### src/core/ics_pkg.sv
// Shared constants and carrier types of the two-wire controller status block
// Behaviour
// - Master drives SDA high, samples low: arbitration lost
// - Addressed slave sees STOP/RESTART: set stop/restart flag
// - Master NAK without pending start/stop sets NAK flag
// - Slave transmit ends on master NAK: flag
// - Start, stop, NAK bits: write-one set only
// - START waits until data or shift holds byte
// - Start during shifting: RESTART after byte, STOP first
// - Start during addressed slave transfer: clear, arbitration lost
// - Stop after current byte; cleared in slave transfer
// - Disabled with timer select: baud counter periodic interrupt
// - NAK request answers next received byte, self-clears
// - Flush empties data register; reads as zero
// - Filter enable: glitch filter, one clock more latency
// - High and low bytes form 16-bit reload
// - Diagnostic view returns live baud counter bytes
// - State register: flags, or state code in diagnostics
// - Ack-valid set after sent byte's acknowledge result
// - Ack bit shows last acknowledge result
// - Address-phase and data-phase status bits follow bus
// - Ten-bit flag on prefix after start, cleared later
// - Restart indicator: zero STOP, one RESTART
// - State shows driven clock level and bus busy
package ics_pkg;

  // Register indices; byte address is four times the index
  localparam logic [11:0] IDX_DATA    = 12'hf50;
  localparam logic [11:0] IDX_ISTAT   = 12'hf51;
  localparam logic [11:0] IDX_CTRL    = 12'hf52;
  localparam logic [11:0] IDX_RATE_HI = 12'hf53;
  localparam logic [11:0] IDX_RATE_LO = 12'hf54;
  localparam logic [11:0] IDX_STATE   = 12'hf55;
  localparam logic [11:0] IDX_DIAGNOSTIC_VIEW    = 12'hf58;
  localparam logic [11:0] IDX_NONE    = 12'h000;

  // Reset values
  localparam logic [7:0]  RST_RATE_HI = 8'hff;
  localparam logic [7:0]  RST_RATE_LO = 8'hff;
  localparam logic [7:0]  RST_DATA    = 8'h00;

  // Control register fields
  localparam int CTL_ENABLE    = 7;
  localparam int CTL_START     = 6;
  localparam int CTL_STOP      = 5;
  localparam int CTL_TIMER_SEL = 4;
  localparam int CTL_TX_IRQ_EN = 3;
  localparam int CTL_NAK       = 2;
  localparam int CTL_FLUSH     = 1;
  localparam int CTL_FILTER    = 0;

  // Interrupt status fields
  localparam int IST_TX_EMPTY     = 7;
  localparam int IST_ARB_LOST     = 2;
  localparam int IST_STOP_RESTART = 1;
  localparam int IST_NOT_ACK      = 0;

  // State view fields
  localparam int STV_ACK_VALID = 7;
  localparam int STV_ACK       = 6;
  localparam int STV_ADDR      = 5;
  localparam int STV_DATA      = 4;
  localparam int STV_TEN_BIT   = 3;
  localparam int STV_RESTART   = 2;
  localparam int STV_SCL       = 1;
  localparam int STV_BUSY      = 0;

  localparam int DIAGNOSTIC_VIEW_BIT = 0;

  localparam logic [4:0]  TEN_BIT_PREFIX = 5'h1e;
  localparam logic [15:0] BAUD_TERM      = 16'h0001;

  // Status from the shift engine
  typedef struct packed {
    logic       isMaster;
    logic       slaveAddressed;
    logic       shifting;
    logic       shiftFull;
    logic       sdaDriveHigh;
    logic       sdaSample;
    logic       sclDrive;
    logic       addrPhase;
    logic       dataPhase;
    logic       txByte;
    logic       byteStart;
    logic       ackDone;
    logic       ackValue;
    logic       nakSent;
    logic       nakRecv;
    logic       startSent;
    logic       stopSent;
    logic       dataTaken;
    logic [7:0] stateCode;
  } ics_eng_t;

  // Commands and data to the shift engine
  typedef struct packed {
    logic       enable;
    logic       sendStart;
    logic       sendStop;
    logic       sendNak;
    logic       busRelease;
    logic       txIrqEn;
    logic       dataFull;
    logic       baudTick;
    logic       sdaLine;
    logic       sclLine;
    logic [7:0] dataByte;
  } ics_cmd_t;

endpackage

### src/core/ics_ctrl_status.sv
// Control, status, baud generator and state view of the two-wire controller
//
// Decided for this implementation: the AHB-Lite register port.
module ics_ctrl_status (
  // Clock and reset
  input  wire logic             sys_clk,
  input  wire logic             rst,
  // AHB-Lite slave
  input  wire logic             hsel,
  input  wire logic [31:0]      haddr,
  input  wire logic [1:0]       htrans,
  input  wire logic             hwrite,
  input  wire logic [2:0]       hsize,
  input  wire logic [31:0]      hwdata,
  input  wire logic             hready,
  output logic      [31:0]      hrdata,
  output logic                  hreadyout,
  output logic                  hresp,
  // Bus line inputs from the pins
  input  wire logic             sdaPin,
  input  wire logic             sclPin,
  // Shift engine
  input  wire ics_pkg::ics_eng_t eng,
  output ics_pkg::ics_cmd_t      cmd,
  // Spare timer
  output logic                  timerIrq
);

  typedef struct packed {
    logic        rdPend;
    logic        wrPend;
    logic [11:0] idx;
    logic        readyOut;
    logic        resp;
    logic [31:0] rdata;
    logic        enable;
    logic        startReq;
    logic        stopReq;
    logic        timerSel;
    logic        txIrqEn;
    logic        nakReq;
    logic        filterEn;
    logic        diagnostic_view;
    logic [7:0]  dataByte;
    logic        dataFull;
    logic        txEmpty;
    logic        arbLost;
    logic        stopRestart;
    logic        notAck;
    logic [15:0] reload;
    logic [15:0] count;
    logic        baudTick;
    logic        timerIrq;
    logic        ackValid;
    logic        ackBit;
    logic        addrPhase;
    logic        dataPhase;
    logic        tenBit;
    logic        restartInd;
    logic        sclDrive;
    logic        busy;
    logic        sdaPrev;
    logic        sclPrev;
    logic        relLines;
    logic [7:0]  stateCode;
    logic        sendStart;
    logic        sendStop;
  } ics_st_t;

  ics_st_t    q;
  ics_st_t    d;
  logic [1:0] lineRaw;
  logic [1:0] lineFilt;
  logic       sdaF;
  logic       sclF;

  assign lineRaw = {sclPin, sdaPin};

  genvar gi;
  generate
    for (gi = 0; gi < 2; gi++) begin : gLine
      ics_line_filter uFilt (
        .sys_clk  (sys_clk),
        .rst      (rst),
        .lineIn   (lineRaw[gi]),
        .filterEn (q.filterEn),
        .lineOut  (lineFilt[gi])
      );
    end
  endgenerate

  assign sdaF = lineFilt[0];
  assign sclF = lineFilt[1];

  logic       addrOk;
  logic [7:0] wb;
  logic [7:0] rd;
  logic [7:0] flags;
  logic       startCond;
  logic       stopCond;
  logic       startSetNow;
  logic       slaveBusy;
  logic       rxBlock;

  always_comb begin
    d           = q;
    d.baudTick  = 1'b0;
    d.timerIrq  = 1'b0;
    d.resp      = 1'b0;
    addrOk      = hsel & htrans[1] & hready;
    wb          = hwdata[7:0];
    startSetNow = 1'b0;
    slaveBusy   = q.enable & eng.slaveAddressed & ~eng.isMaster;
    rxBlock     = slaveBusy & eng.dataPhase & ~eng.txByte;
    startCond   = sclF & q.sclPrev & q.sdaPrev & ~sdaF;
    stopCond    = sclF & q.sclPrev & ~q.sdaPrev & sdaF;

    flags = 8'h00;
    flags[ics_pkg::STV_ACK_VALID] = q.ackValid;
    flags[ics_pkg::STV_ACK]       = q.ackBit;
    flags[ics_pkg::STV_ADDR]      = q.addrPhase;
    flags[ics_pkg::STV_DATA]      = q.dataPhase;
    flags[ics_pkg::STV_TEN_BIT]   = q.tenBit;
    flags[ics_pkg::STV_RESTART]   = q.restartInd;
    flags[ics_pkg::STV_SCL]       = q.sclDrive;
    flags[ics_pkg::STV_BUSY]      = q.busy;

    // Read mux; flush bit always reads as zero
    rd = 8'h00;
    if (q.idx == ics_pkg::IDX_DATA) begin
      rd = q.dataByte;
    end else if (q.idx == ics_pkg::IDX_ISTAT) begin
      rd[ics_pkg::IST_TX_EMPTY]     = q.txEmpty;
      rd[ics_pkg::IST_ARB_LOST]     = q.arbLost;
      rd[ics_pkg::IST_STOP_RESTART] = q.stopRestart;
      rd[ics_pkg::IST_NOT_ACK]      = q.notAck;
    end else if (q.idx == ics_pkg::IDX_CTRL) begin
      rd = {q.enable, q.startReq, q.stopReq, q.timerSel,
            q.txIrqEn, q.nakReq, 1'b0, q.filterEn};
    end else if (q.idx == ics_pkg::IDX_RATE_HI) begin
      rd = q.diagnostic_view ? q.count[15:8] : q.reload[15:8];
    end else if (q.idx == ics_pkg::IDX_RATE_LO) begin
      rd = q.diagnostic_view ? q.count[7:0] : q.reload[7:0];
    end else if (q.idx == ics_pkg::IDX_STATE) begin
      rd = q.diagnostic_view ? q.stateCode : flags;
    end else if (q.idx == ics_pkg::IDX_DIAGNOSTIC_VIEW) begin
      rd = {7'h00, q.diagnostic_view};
    end

    // Reads take one wait state so a write just before is always seen
    if (q.rdPend) begin
      d.rdPend   = 1'b0;
      d.readyOut = 1'b1;
      d.rdata    = {24'h000000, rd};
      if (q.idx == ics_pkg::IDX_ISTAT) begin
        d.arbLost     = 1'b0;
        d.stopRestart = 1'b0;
        if (!eng.isMaster) begin
          d.notAck = 1'b0;
        end
      end
    end

    // Hardware clears of the requests
    if (eng.startSent) begin
      d.startReq = 1'b0;
    end
    if (eng.stopSent) begin
      d.stopReq = 1'b0;
    end
    if (eng.nakSent) begin
      d.nakReq = 1'b0;
    end
    if (q.startReq && slaveBusy) begin
      d.startReq = 1'b0;
    end
    if (q.stopReq && slaveBusy) begin
      d.stopReq = 1'b0;
    end

    // Write data phase
    if (q.wrPend) begin
      d.wrPend = 1'b0;
      if (q.idx == ics_pkg::IDX_CTRL) begin
        d.enable   = wb[ics_pkg::CTL_ENABLE];
        d.timerSel = wb[ics_pkg::CTL_TIMER_SEL];
        d.txIrqEn  = wb[ics_pkg::CTL_TX_IRQ_EN];
        d.filterEn = wb[ics_pkg::CTL_FILTER];
        if (wb[ics_pkg::CTL_START]) begin
          d.startReq  = 1'b1;
          d.notAck    = 1'b0;
          startSetNow = 1'b1;
        end
        if (wb[ics_pkg::CTL_STOP]) begin
          d.stopReq = 1'b1;
          d.notAck  = 1'b0;
        end
        if (wb[ics_pkg::CTL_NAK]) begin
          d.nakReq = 1'b1;
        end
        if (wb[ics_pkg::CTL_FLUSH]) begin
          d.dataFull = 1'b0;
          d.txEmpty  = 1'b1;
        end
      end else if (q.idx == ics_pkg::IDX_DATA) begin
        // Data writes are dropped while an addressed slave is receiving
        if (!rxBlock) begin
          d.dataByte = wb;
          d.dataFull = 1'b1;
          d.txEmpty  = 1'b0;
        end
      end else if (q.idx == ics_pkg::IDX_RATE_HI) begin
        d.reload[15:8] = wb;
      end else if (q.idx == ics_pkg::IDX_RATE_LO) begin
        d.reload[7:0] = wb;
      end else if (q.idx == ics_pkg::IDX_DIAGNOSTIC_VIEW) begin
        d.diagnostic_view = wb[ics_pkg::DIAGNOSTIC_VIEW_BIT];
      end
    end

    // Address phase
    if (addrOk) begin
      d.idx = (haddr[31:14] == 18'h00000) ? haddr[13:2] : ics_pkg::IDX_NONE;
      if (hwrite) begin
        d.wrPend = 1'b1;
      end else begin
        d.rdPend   = 1'b1;
        d.readyOut = 1'b0;
      end
    end

    if (eng.dataTaken) begin
      d.dataFull = 1'b0;
      d.txEmpty  = 1'b1;
    end

    // Bus conditions seen on the filtered lines
    d.sdaPrev = sdaF;
    d.sclPrev = sclF;
    if (startCond) begin
      d.busy = 1'b1;
    end else if (stopCond) begin
      d.busy = 1'b0;
    end

    // Hardware-set flags come last so a set wins over a clear
    if (q.enable && eng.isMaster && eng.sdaSample && eng.sdaDriveHigh && !sdaF) begin
      d.arbLost = 1'b1;
      d.relLines = 1'b1;
    end
    if (q.startReq && slaveBusy) begin
      d.arbLost = 1'b1;
    end
    if (slaveBusy && (stopCond || (startCond && q.busy))) begin
      d.stopRestart = 1'b1;
      d.restartInd  = startCond;
    end
    if (q.enable && eng.isMaster && (eng.nakSent || eng.nakRecv)
        && !q.startReq && !q.stopReq) begin
      d.notAck = 1'b1;
    end
    if (q.enable && !eng.isMaster && eng.txByte && eng.nakRecv) begin
      d.notAck = 1'b1;
    end

    // Acknowledge tracking
    if (eng.byteStart || stopCond || startCond) begin
      d.ackValid = 1'b0;
    end
    if (q.enable && eng.ackDone) begin
      d.ackBit = eng.ackValue;
      if (eng.txByte) begin
        d.ackValid = 1'b1;
      end
      if (eng.addrPhase) begin
        d.tenBit = 1'b0;
      end
    end
    if (startSetNow && eng.isMaster && q.dataByte[7:3] == ics_pkg::TEN_BIT_PREFIX) begin
      d.tenBit = 1'b1;
    end

    d.addrPhase = q.enable & eng.addrPhase;
    d.dataPhase = q.enable & eng.dataPhase;
    d.sclDrive  = q.relLines ? 1'b1 : eng.sclDrive;
    d.stateCode = q.enable ? eng.stateCode : 8'h00;

    // Released lines stay released until the bus goes idle or the enable bit drops
    if (stopCond) begin
      d.relLines = 1'b0;
    end

    // A pending STOP goes out before any START; neither while a byte shifts
    // Next-state release, so a loss seen this cycle already withholds both
    d.sendStop  = q.enable & q.stopReq & eng.isMaster & ~eng.shifting
                & ~d.relLines;
    d.sendStart = q.enable & q.startReq & ~q.stopReq & ~eng.shifting
                & (q.dataFull | eng.shiftFull) & ~slaveBusy & ~d.relLines;

    // Baud counter: counts down to one, then reloads
    if (q.enable || q.timerSel) begin
      if (q.count <= ics_pkg::BAUD_TERM) begin
        d.count = q.reload;
        if (q.enable) begin
          d.baudTick = 1'b1;
        end else begin
          d.timerIrq = 1'b1;
        end
      end else begin
        d.count = q.count - 16'h0001;
      end
    end else begin
      d.count = q.reload;
    end

    // Dropping the enable bit abandons all pending requests
    if (!d.enable) begin
      d.startReq  = 1'b0;
      d.stopReq   = 1'b0;
      d.nakReq    = 1'b0;
      d.sendStart = 1'b0;
      d.sendStop  = 1'b0;
      d.relLines  = 1'b0;
    end
  end

  always_ff @(posedge sys_clk) begin
    if (rst) begin
      q          <= '0;
      q.readyOut <= 1'b1;
      q.dataByte <= ics_pkg::RST_DATA;
      q.txEmpty  <= 1'b1;
      q.reload   <= {ics_pkg::RST_RATE_HI, ics_pkg::RST_RATE_LO};
      q.count    <= {ics_pkg::RST_RATE_HI, ics_pkg::RST_RATE_LO};
      q.sclDrive <= 1'b1;
      q.sdaPrev  <= 1'b1;
      q.sclPrev  <= 1'b1;
    end else begin
      q <= d;
    end
  end

  assign hrdata    = q.rdata;
  assign hreadyout = q.readyOut;
  assign hresp     = q.resp;
  assign timerIrq  = q.timerIrq;
  assign cmd       = '{enable:     q.enable,
                       sendStart:  q.sendStart,
                       sendStop:   q.sendStop,
                       sendNak:    q.nakReq,
                       busRelease: q.relLines,
                       txIrqEn:    q.txIrqEn,
                       dataFull:   q.dataFull,
                       baudTick:   q.baudTick,
                       sdaLine:    sdaF,
                       sclLine:    sclF,
                       dataByte:   q.dataByte};

endmodule

### src/core/ics_line_filter.sv
// Synchroniser and spike filter for one bus line
module ics_line_filter (
  // Clock and reset
  input  wire logic sys_clk,
  input  wire logic rst,
  // Line
  input  wire logic lineIn,
  input  wire logic filterEn,
  output logic      lineOut
);

  typedef struct packed {
    logic s1;
    logic s2;
    logic s3;
    logic s4;
    logic out;
  } ics_filt_t;

  ics_filt_t q;
  ics_filt_t d;

  always_comb begin
    d    = q;
    d.s1 = lineIn;
    d.s2 = q.s1;
    d.s3 = q.s2;
    d.s4 = q.s3;
    // Filtered path needs one more agreeing stage so a two-clock spike never passes
    if (filterEn) begin
      if (q.s2 == q.s3 && q.s3 == q.s4) begin
        d.out = q.s4;
      end
    end else if (q.s2 == q.s3) begin
      d.out = q.s3;
    end
  end

  always_ff @(posedge sys_clk) begin
    if (rst) begin
      q <= '1;
    end else begin
      q <= d;
    end
  end

  assign lineOut = q.out;

endmodule

### config.mk
export PLATFORM = sky130hd
export DESIGN_NAME = ics_ctrl_status
export DESIGN_NICKNAME = d
export VERILOG_FILES = /design/src/core/ics_pkg.sv /design/src/core/ics_ctrl_status.sv /design/src/core/ics_line_filter.sv
export SDC_FILE = /design/constraint.sdc
export NUM_CORES = 1
export LEC_CHECK = 0
export BUFFER_PORTS_ARGS = -buffer_cell sky130_fd_sc_hd__buf_2
export CORE_AREA = 2 2 136 138
export DETAILED_ROUTE_END_ITERATION = 16
export DIE_AREA = 0 0 138 140
export GPL_ROUTABILITY_DRIVEN = 0
export GPL_TIMING_DRIVEN = 1
export PLACE_DENSITY_LB_ADDON = 0.3
export SLEW_MARGIN = 20
export SYNTH_ARGS = -nofsm -noshare
export SYNTH_HDL_FRONTEND = slang
export SYNTH_SLANG_ARGS = --single-unit
### constraint.sdc
create_clock -name sys_clk -period 3.45 [get_ports sys_clk]
set_input_delay 0.1725 -clock sys_clk [delete_from_list [all_inputs] [get_ports sys_clk]]
set_output_delay 0.1725 -clock sys_clk [all_outputs]
set_load 0.01 [all_outputs]
; Word level (Yosys, flattened, before mapping)
; Cells that the tools add are included.
[classes]
addsub = 1
order_cmp = 1
eq_ne = 16
mux = 77
n_bitwise = 42
n_reduce_logical = 56
[ops]
columns = op, n
row1 = $mux W8, 11
row2 = $eq A12 B12 Y1 const B, 7
row3 = $mux W16, 4
row4 = $mux W1, 48
row5 = $and A1 B1 Y1, 23
row6 = $mux W10, 2
row7 = $logic_and A1 B1 Y1, 19
row8 = $logic_not A18 Y1, 1
row9 = $mux W18, 1
row10 = $not A1 Y1, 18
row11 = $mux W17, 1
row12 = $le A16 B1 Y1 const B, 1
row13 = $reduce_bool A2 Y1, 8
row14 = $sub A16 B1 Y16 const B, 1
row15 = $mux W12, 1
row16 = $reduce_and A2 Y1, 6
row17 = $reduce_and A4 Y1, 3
row18 = $reduce_or A2 Y1, 5
row19 = $mux W3, 3
row20 = $mux W9, 1
row21 = $mux W7, 1
row22 = $mux W2, 3
row23 = $ne A2 B1 Y1 const B, 3
row24 = $reduce_and A6 Y1, 1
row25 = 10 further kinds, 21
[totals]
ff_bits = 110
input_bits = 102

; Longest topological paths before layout
[depth]
word_depth = 10
depth_mapped = 8
depth_no_buf = 7

; Modules after synthesis
; A second synthesis with hierarchy kept.
[hier_totals]
hier_cells = 606
area_unflattened_um2 = 5346.4
[by_module_without_submodules]
columns = mod, instances, cells_per_inst, area_per_inst_um2
row1 = ics_ctrl_status, 1, 578, 5011.1
row2 = ics_line_filter, 2, 14, 167.7

; Worst setup path before layout
; Ideal clock, no wire load.
[synth_path]
path_type = register to register
startpoint = register q[31] in the netlist's numbering
endpoint = register q[28] in the netlist's numbering
arrival_time_ns = 1.442
setup_slack_ns = 1.888
stages_incl_launch_ff = 6
path_buffers = 0
cell_sequence = dfxtp_1 > nor4_4 > nand4_2 > o21ai_4 > a21oi_1 > a211o_1
[synth_via]
elab_chain_len = 3
[synth_lines]
columns = item, line_no
row1 = "start, declared", ics_ctrl_status.sv:70  ; ics_st_t q;
row2 = $le A16 B1 Y1, ics_ctrl_status.sv:302  ; if (q.count <= ics_pkg::BAUD_TERM) begin
row3 = $mux W16, ics_ctrl_status.sv:302
row4 = $mux W16, ics_ctrl_status.sv:301  ; if (q.enable || q.timerSel) begin
; No other way between the ends.
; A chain may end at the register's enable or synchronous reset.

; Worst setup path in the final report
[layout_path]
startpoint = register q[112] in the netlist's numbering
endpoint = register q[58] in the netlist's numbering
[layout_via]
elab_chain_len = 3
elab_cells_between_ends = 7
cone_classes = eq/ne: 4 / mux: 1 / reduce/logical: 2
[layout_lines]
columns = item, line_no
row1 = "$eq A12 B12 Y1, on equally long branches", "ics_ctrl_status.sv:184, ics_ctrl_status.sv:205"
row2 = $ne A2 B1 Y1 (no source line) (tied with other cells), -
row3 = $reduce_and A4 Y1 (no source line), -
; Several ways; a longest one is shown, not always the timed one.

==> out/metrics.yaml <==
routing:
  vias: 4420
  postRouteAntennaNets: 0
  wirelength_um: 15300
  avgViaCountPerCell: 4.85
  drt-initial-drc-count: 262
  drc: 0
  drt_pass1_iterations: 5
  wire_per_inst_um: 16.7
layout:
  nets: 782
  multiInputGateArea_mm2: 0.00273
  ff_latch_area_mm2: 0.00218
  fill_cells: 1895
  syn2layout_area_growth_pct: 14.2
  layout-drive-gt1-share_pct: 21.7
  finalNonFillerCells: 912
  layout_commonest_cell: "dfxtp_1"
  most-common-layout-cells: "dfxtp_1, buf_2, nand2_1, nor2_1, mux2i_1"
  antennaDiodeCount: 0
worst_setup_path:
  crit_type: "register to register"
  cp.required_ns: 3.70
  r2r_end: "q[58]"
  reg2reg_from: "q[112]"
  ff2ff_setup_slack_ns: 1.08
  critPathSlowestCell: "nand4_1"
  cp-start-kind: "register"
  cp.arrival_ns: 2.62
  critPathCaptureType: "register"
  r2r_cells: 5
  crit_chain: "or2_1 > a31oi_1 > nand4_1 > a211oi_1 > nand2_1"
  startpoint: "q[112]"
  cp_max_fo: 11
  max_stage_delay_ns: 0.64
cts:
  htreeDepth: 3
  cts_buffers: 9
  insertion_delay_ns: 0.36
  post_cts_buffers: 0
  path_clk_slew_ns: 0.07
  cts_tree: "done"
  cts.sinks: 109
  cts_max_path_buffers: 2
  cts.repair.resized: 0
  holdBufCountCts: 6
  cts_root_buffer: "clkbuf_16"
grt:
  grt_max_degree: 36
  grt_pass1_wl_um: 23800
  grt_pass1_vias: 4269
  antenna_found_initial: 0
  grtUsageTotal_pct: 15.6
  overflow: 0
timing:
  fin_ws_ns: 1.08
  fin_crit_sh_pct: 68.8
  fmax_mhz: 421
  finalSetupViolations: 0
  slew_violations: 0
  worstMarginPinSlew_ns: 0.771
  rsz0062_at_grt: "no"
  slew_headroom_pct: 48.5
  hold_viol: 0
  min_period_ns: 2.37
  tns_ns: 0
  worst_hold_slack_ns: 0.0147
  fin_worst_skew_ns: 0.00630
logic_synthesis:
  synthFlopType: "dfxtp_1"
  syn_inst: 613
  synth_cell_types: 68
  ys_ff_latch: 109
  syn_avg_cell_area_um2: 8.81
  synthArstFlopShare_pct: 0
  ys_seq_area_share_pct: 40.4
  synth-edff-count: 0
  ys.warnings.count: 0
  syn-cell-area_mm2: 0.00540
min_path:
  hold_end: "q[9]"
  min_from: "eng[7]"
  min_path_cells: 2
  hp-class: "input port to register"
die:
  core_area_mm2: 0.0178
  placementRows: 49
  die_w_um: 138
  die_h_um: 140
  pin_count: 155
  die_area_mm2: 0.0193
  start_util_pct: 30.4
run_status:
  status: "completed"
power:
  peakVddDrop_uv: 331
  power.density_mw_per_mm2: 393
  leakage_nw: 2.48
  power_mw: 2.42
placement:
  port_buffers: 99
  place_ws_ns: 1.12
  dp_cells: 890
  hpwl_um: 11400
run:
  cap_violations: 0
[per-layer routing]
metal	track usage, %	routed length [um]
met3	3.73	627
met5	0	0
met1	21.5	7470
met4	3.60	150
met2	24.9	7010
[cells in the mapped netlist (4+ instances only)]
cell type	number	area share, %
nand4b_1	7	1.1
o21ai_1	4	0.37
buf_2	13	1.2
nor3_1	17	1.6
clkbuf_1	14	0.97
o21ai_0	24	2.2
nor4_1	7	0.81
xor2_1	6	0.97
nand3_1	12	1.1
nand2b_1	5	0.58
nor2b_1	8	0.93
dfxtp_1	109	40
nand2_1	56	3.9
buf_4	53	7.4
inv_1	11	0.76
a21oi_1	35	3.2
or2_2	10	1.2
xnor2_1	8	1.3
o211ai_1	11	1.5
mux2i_1	46	8.5
o21a_1	4	0.56
o22ai_1	7	0.81
and2_1	11	1.3
a22oi_1	18	2.5
nor2_1	48	3.3
[report_power, final]
part | switching (mW) | internal, mW
logic | 0.0662 | 0.0418
registers | 0.00257 | 1.26
clock network | 0.480 | 0.570
[cell families after synthesis]
family	after synthesis	synth area share, %
AND/OR/NAND/NOR	217	22.0
AO/OA/AOI/OAI	126	15.0
flip-flops	109	40.4
buffers and inverters	95	10.7
multiplexers	49	9.15
XOR/XNOR	14	2.27
adder cells (fa/ha/maj)	2	0.463
other	1	0.0694
[worst max path at each step]
stage	to	slack, ns	depth (start not counted)
after global routing	q[58]	0.94	5
after detailed placement	q[58]	1.12	5
final	q[58]	1.08	5
after CTS	q[58]	1.10	5
after global placement	q[58]	1.15	5
after floorplan	q[28]	1.89	5
[area by class of cell]
class / instances / share of cell area [%]
Multi-Input combinational cell: 433 / 44.3
Clock buffer: 10 / 3.71
Sequential cell: 109 / 35.4
Timing Repair Buffer: 112 / 10.1
Clock inverter: 6 / 1.14
Inverter: 13 / 0.791
Tap cell: 229 / 4.65
[critical path: cells and delay by family, from the launching register on]
kind	cells	cell delay, ns
AND/OR/NAND/NOR	3	1.17
flip-flops	1	0.42
AO/OA/AOI/OAI	2	0.68
[sequential cells by signal, summed over array words and instances (netlist names)]
signal,count
hrdata,8
gLine.uFilt.q,2
hreadyout,1
timerIrq,1
gLine.uFilt.d,6
gLine.uFilt.lineOut,2
flags,8
cmd,16
q,65
[stage by stage]
stage | area [um^2] | util [%]
floorplan | 5490 | -
global placement | 5810 | 32.7
detailed placement | 5810 | 32.7
CTS | 6170 | 34.7
global route | 6170 | 34.7
finish | 6170 | 34.7
Note: power is estimated with default switching activity, not from simulation.
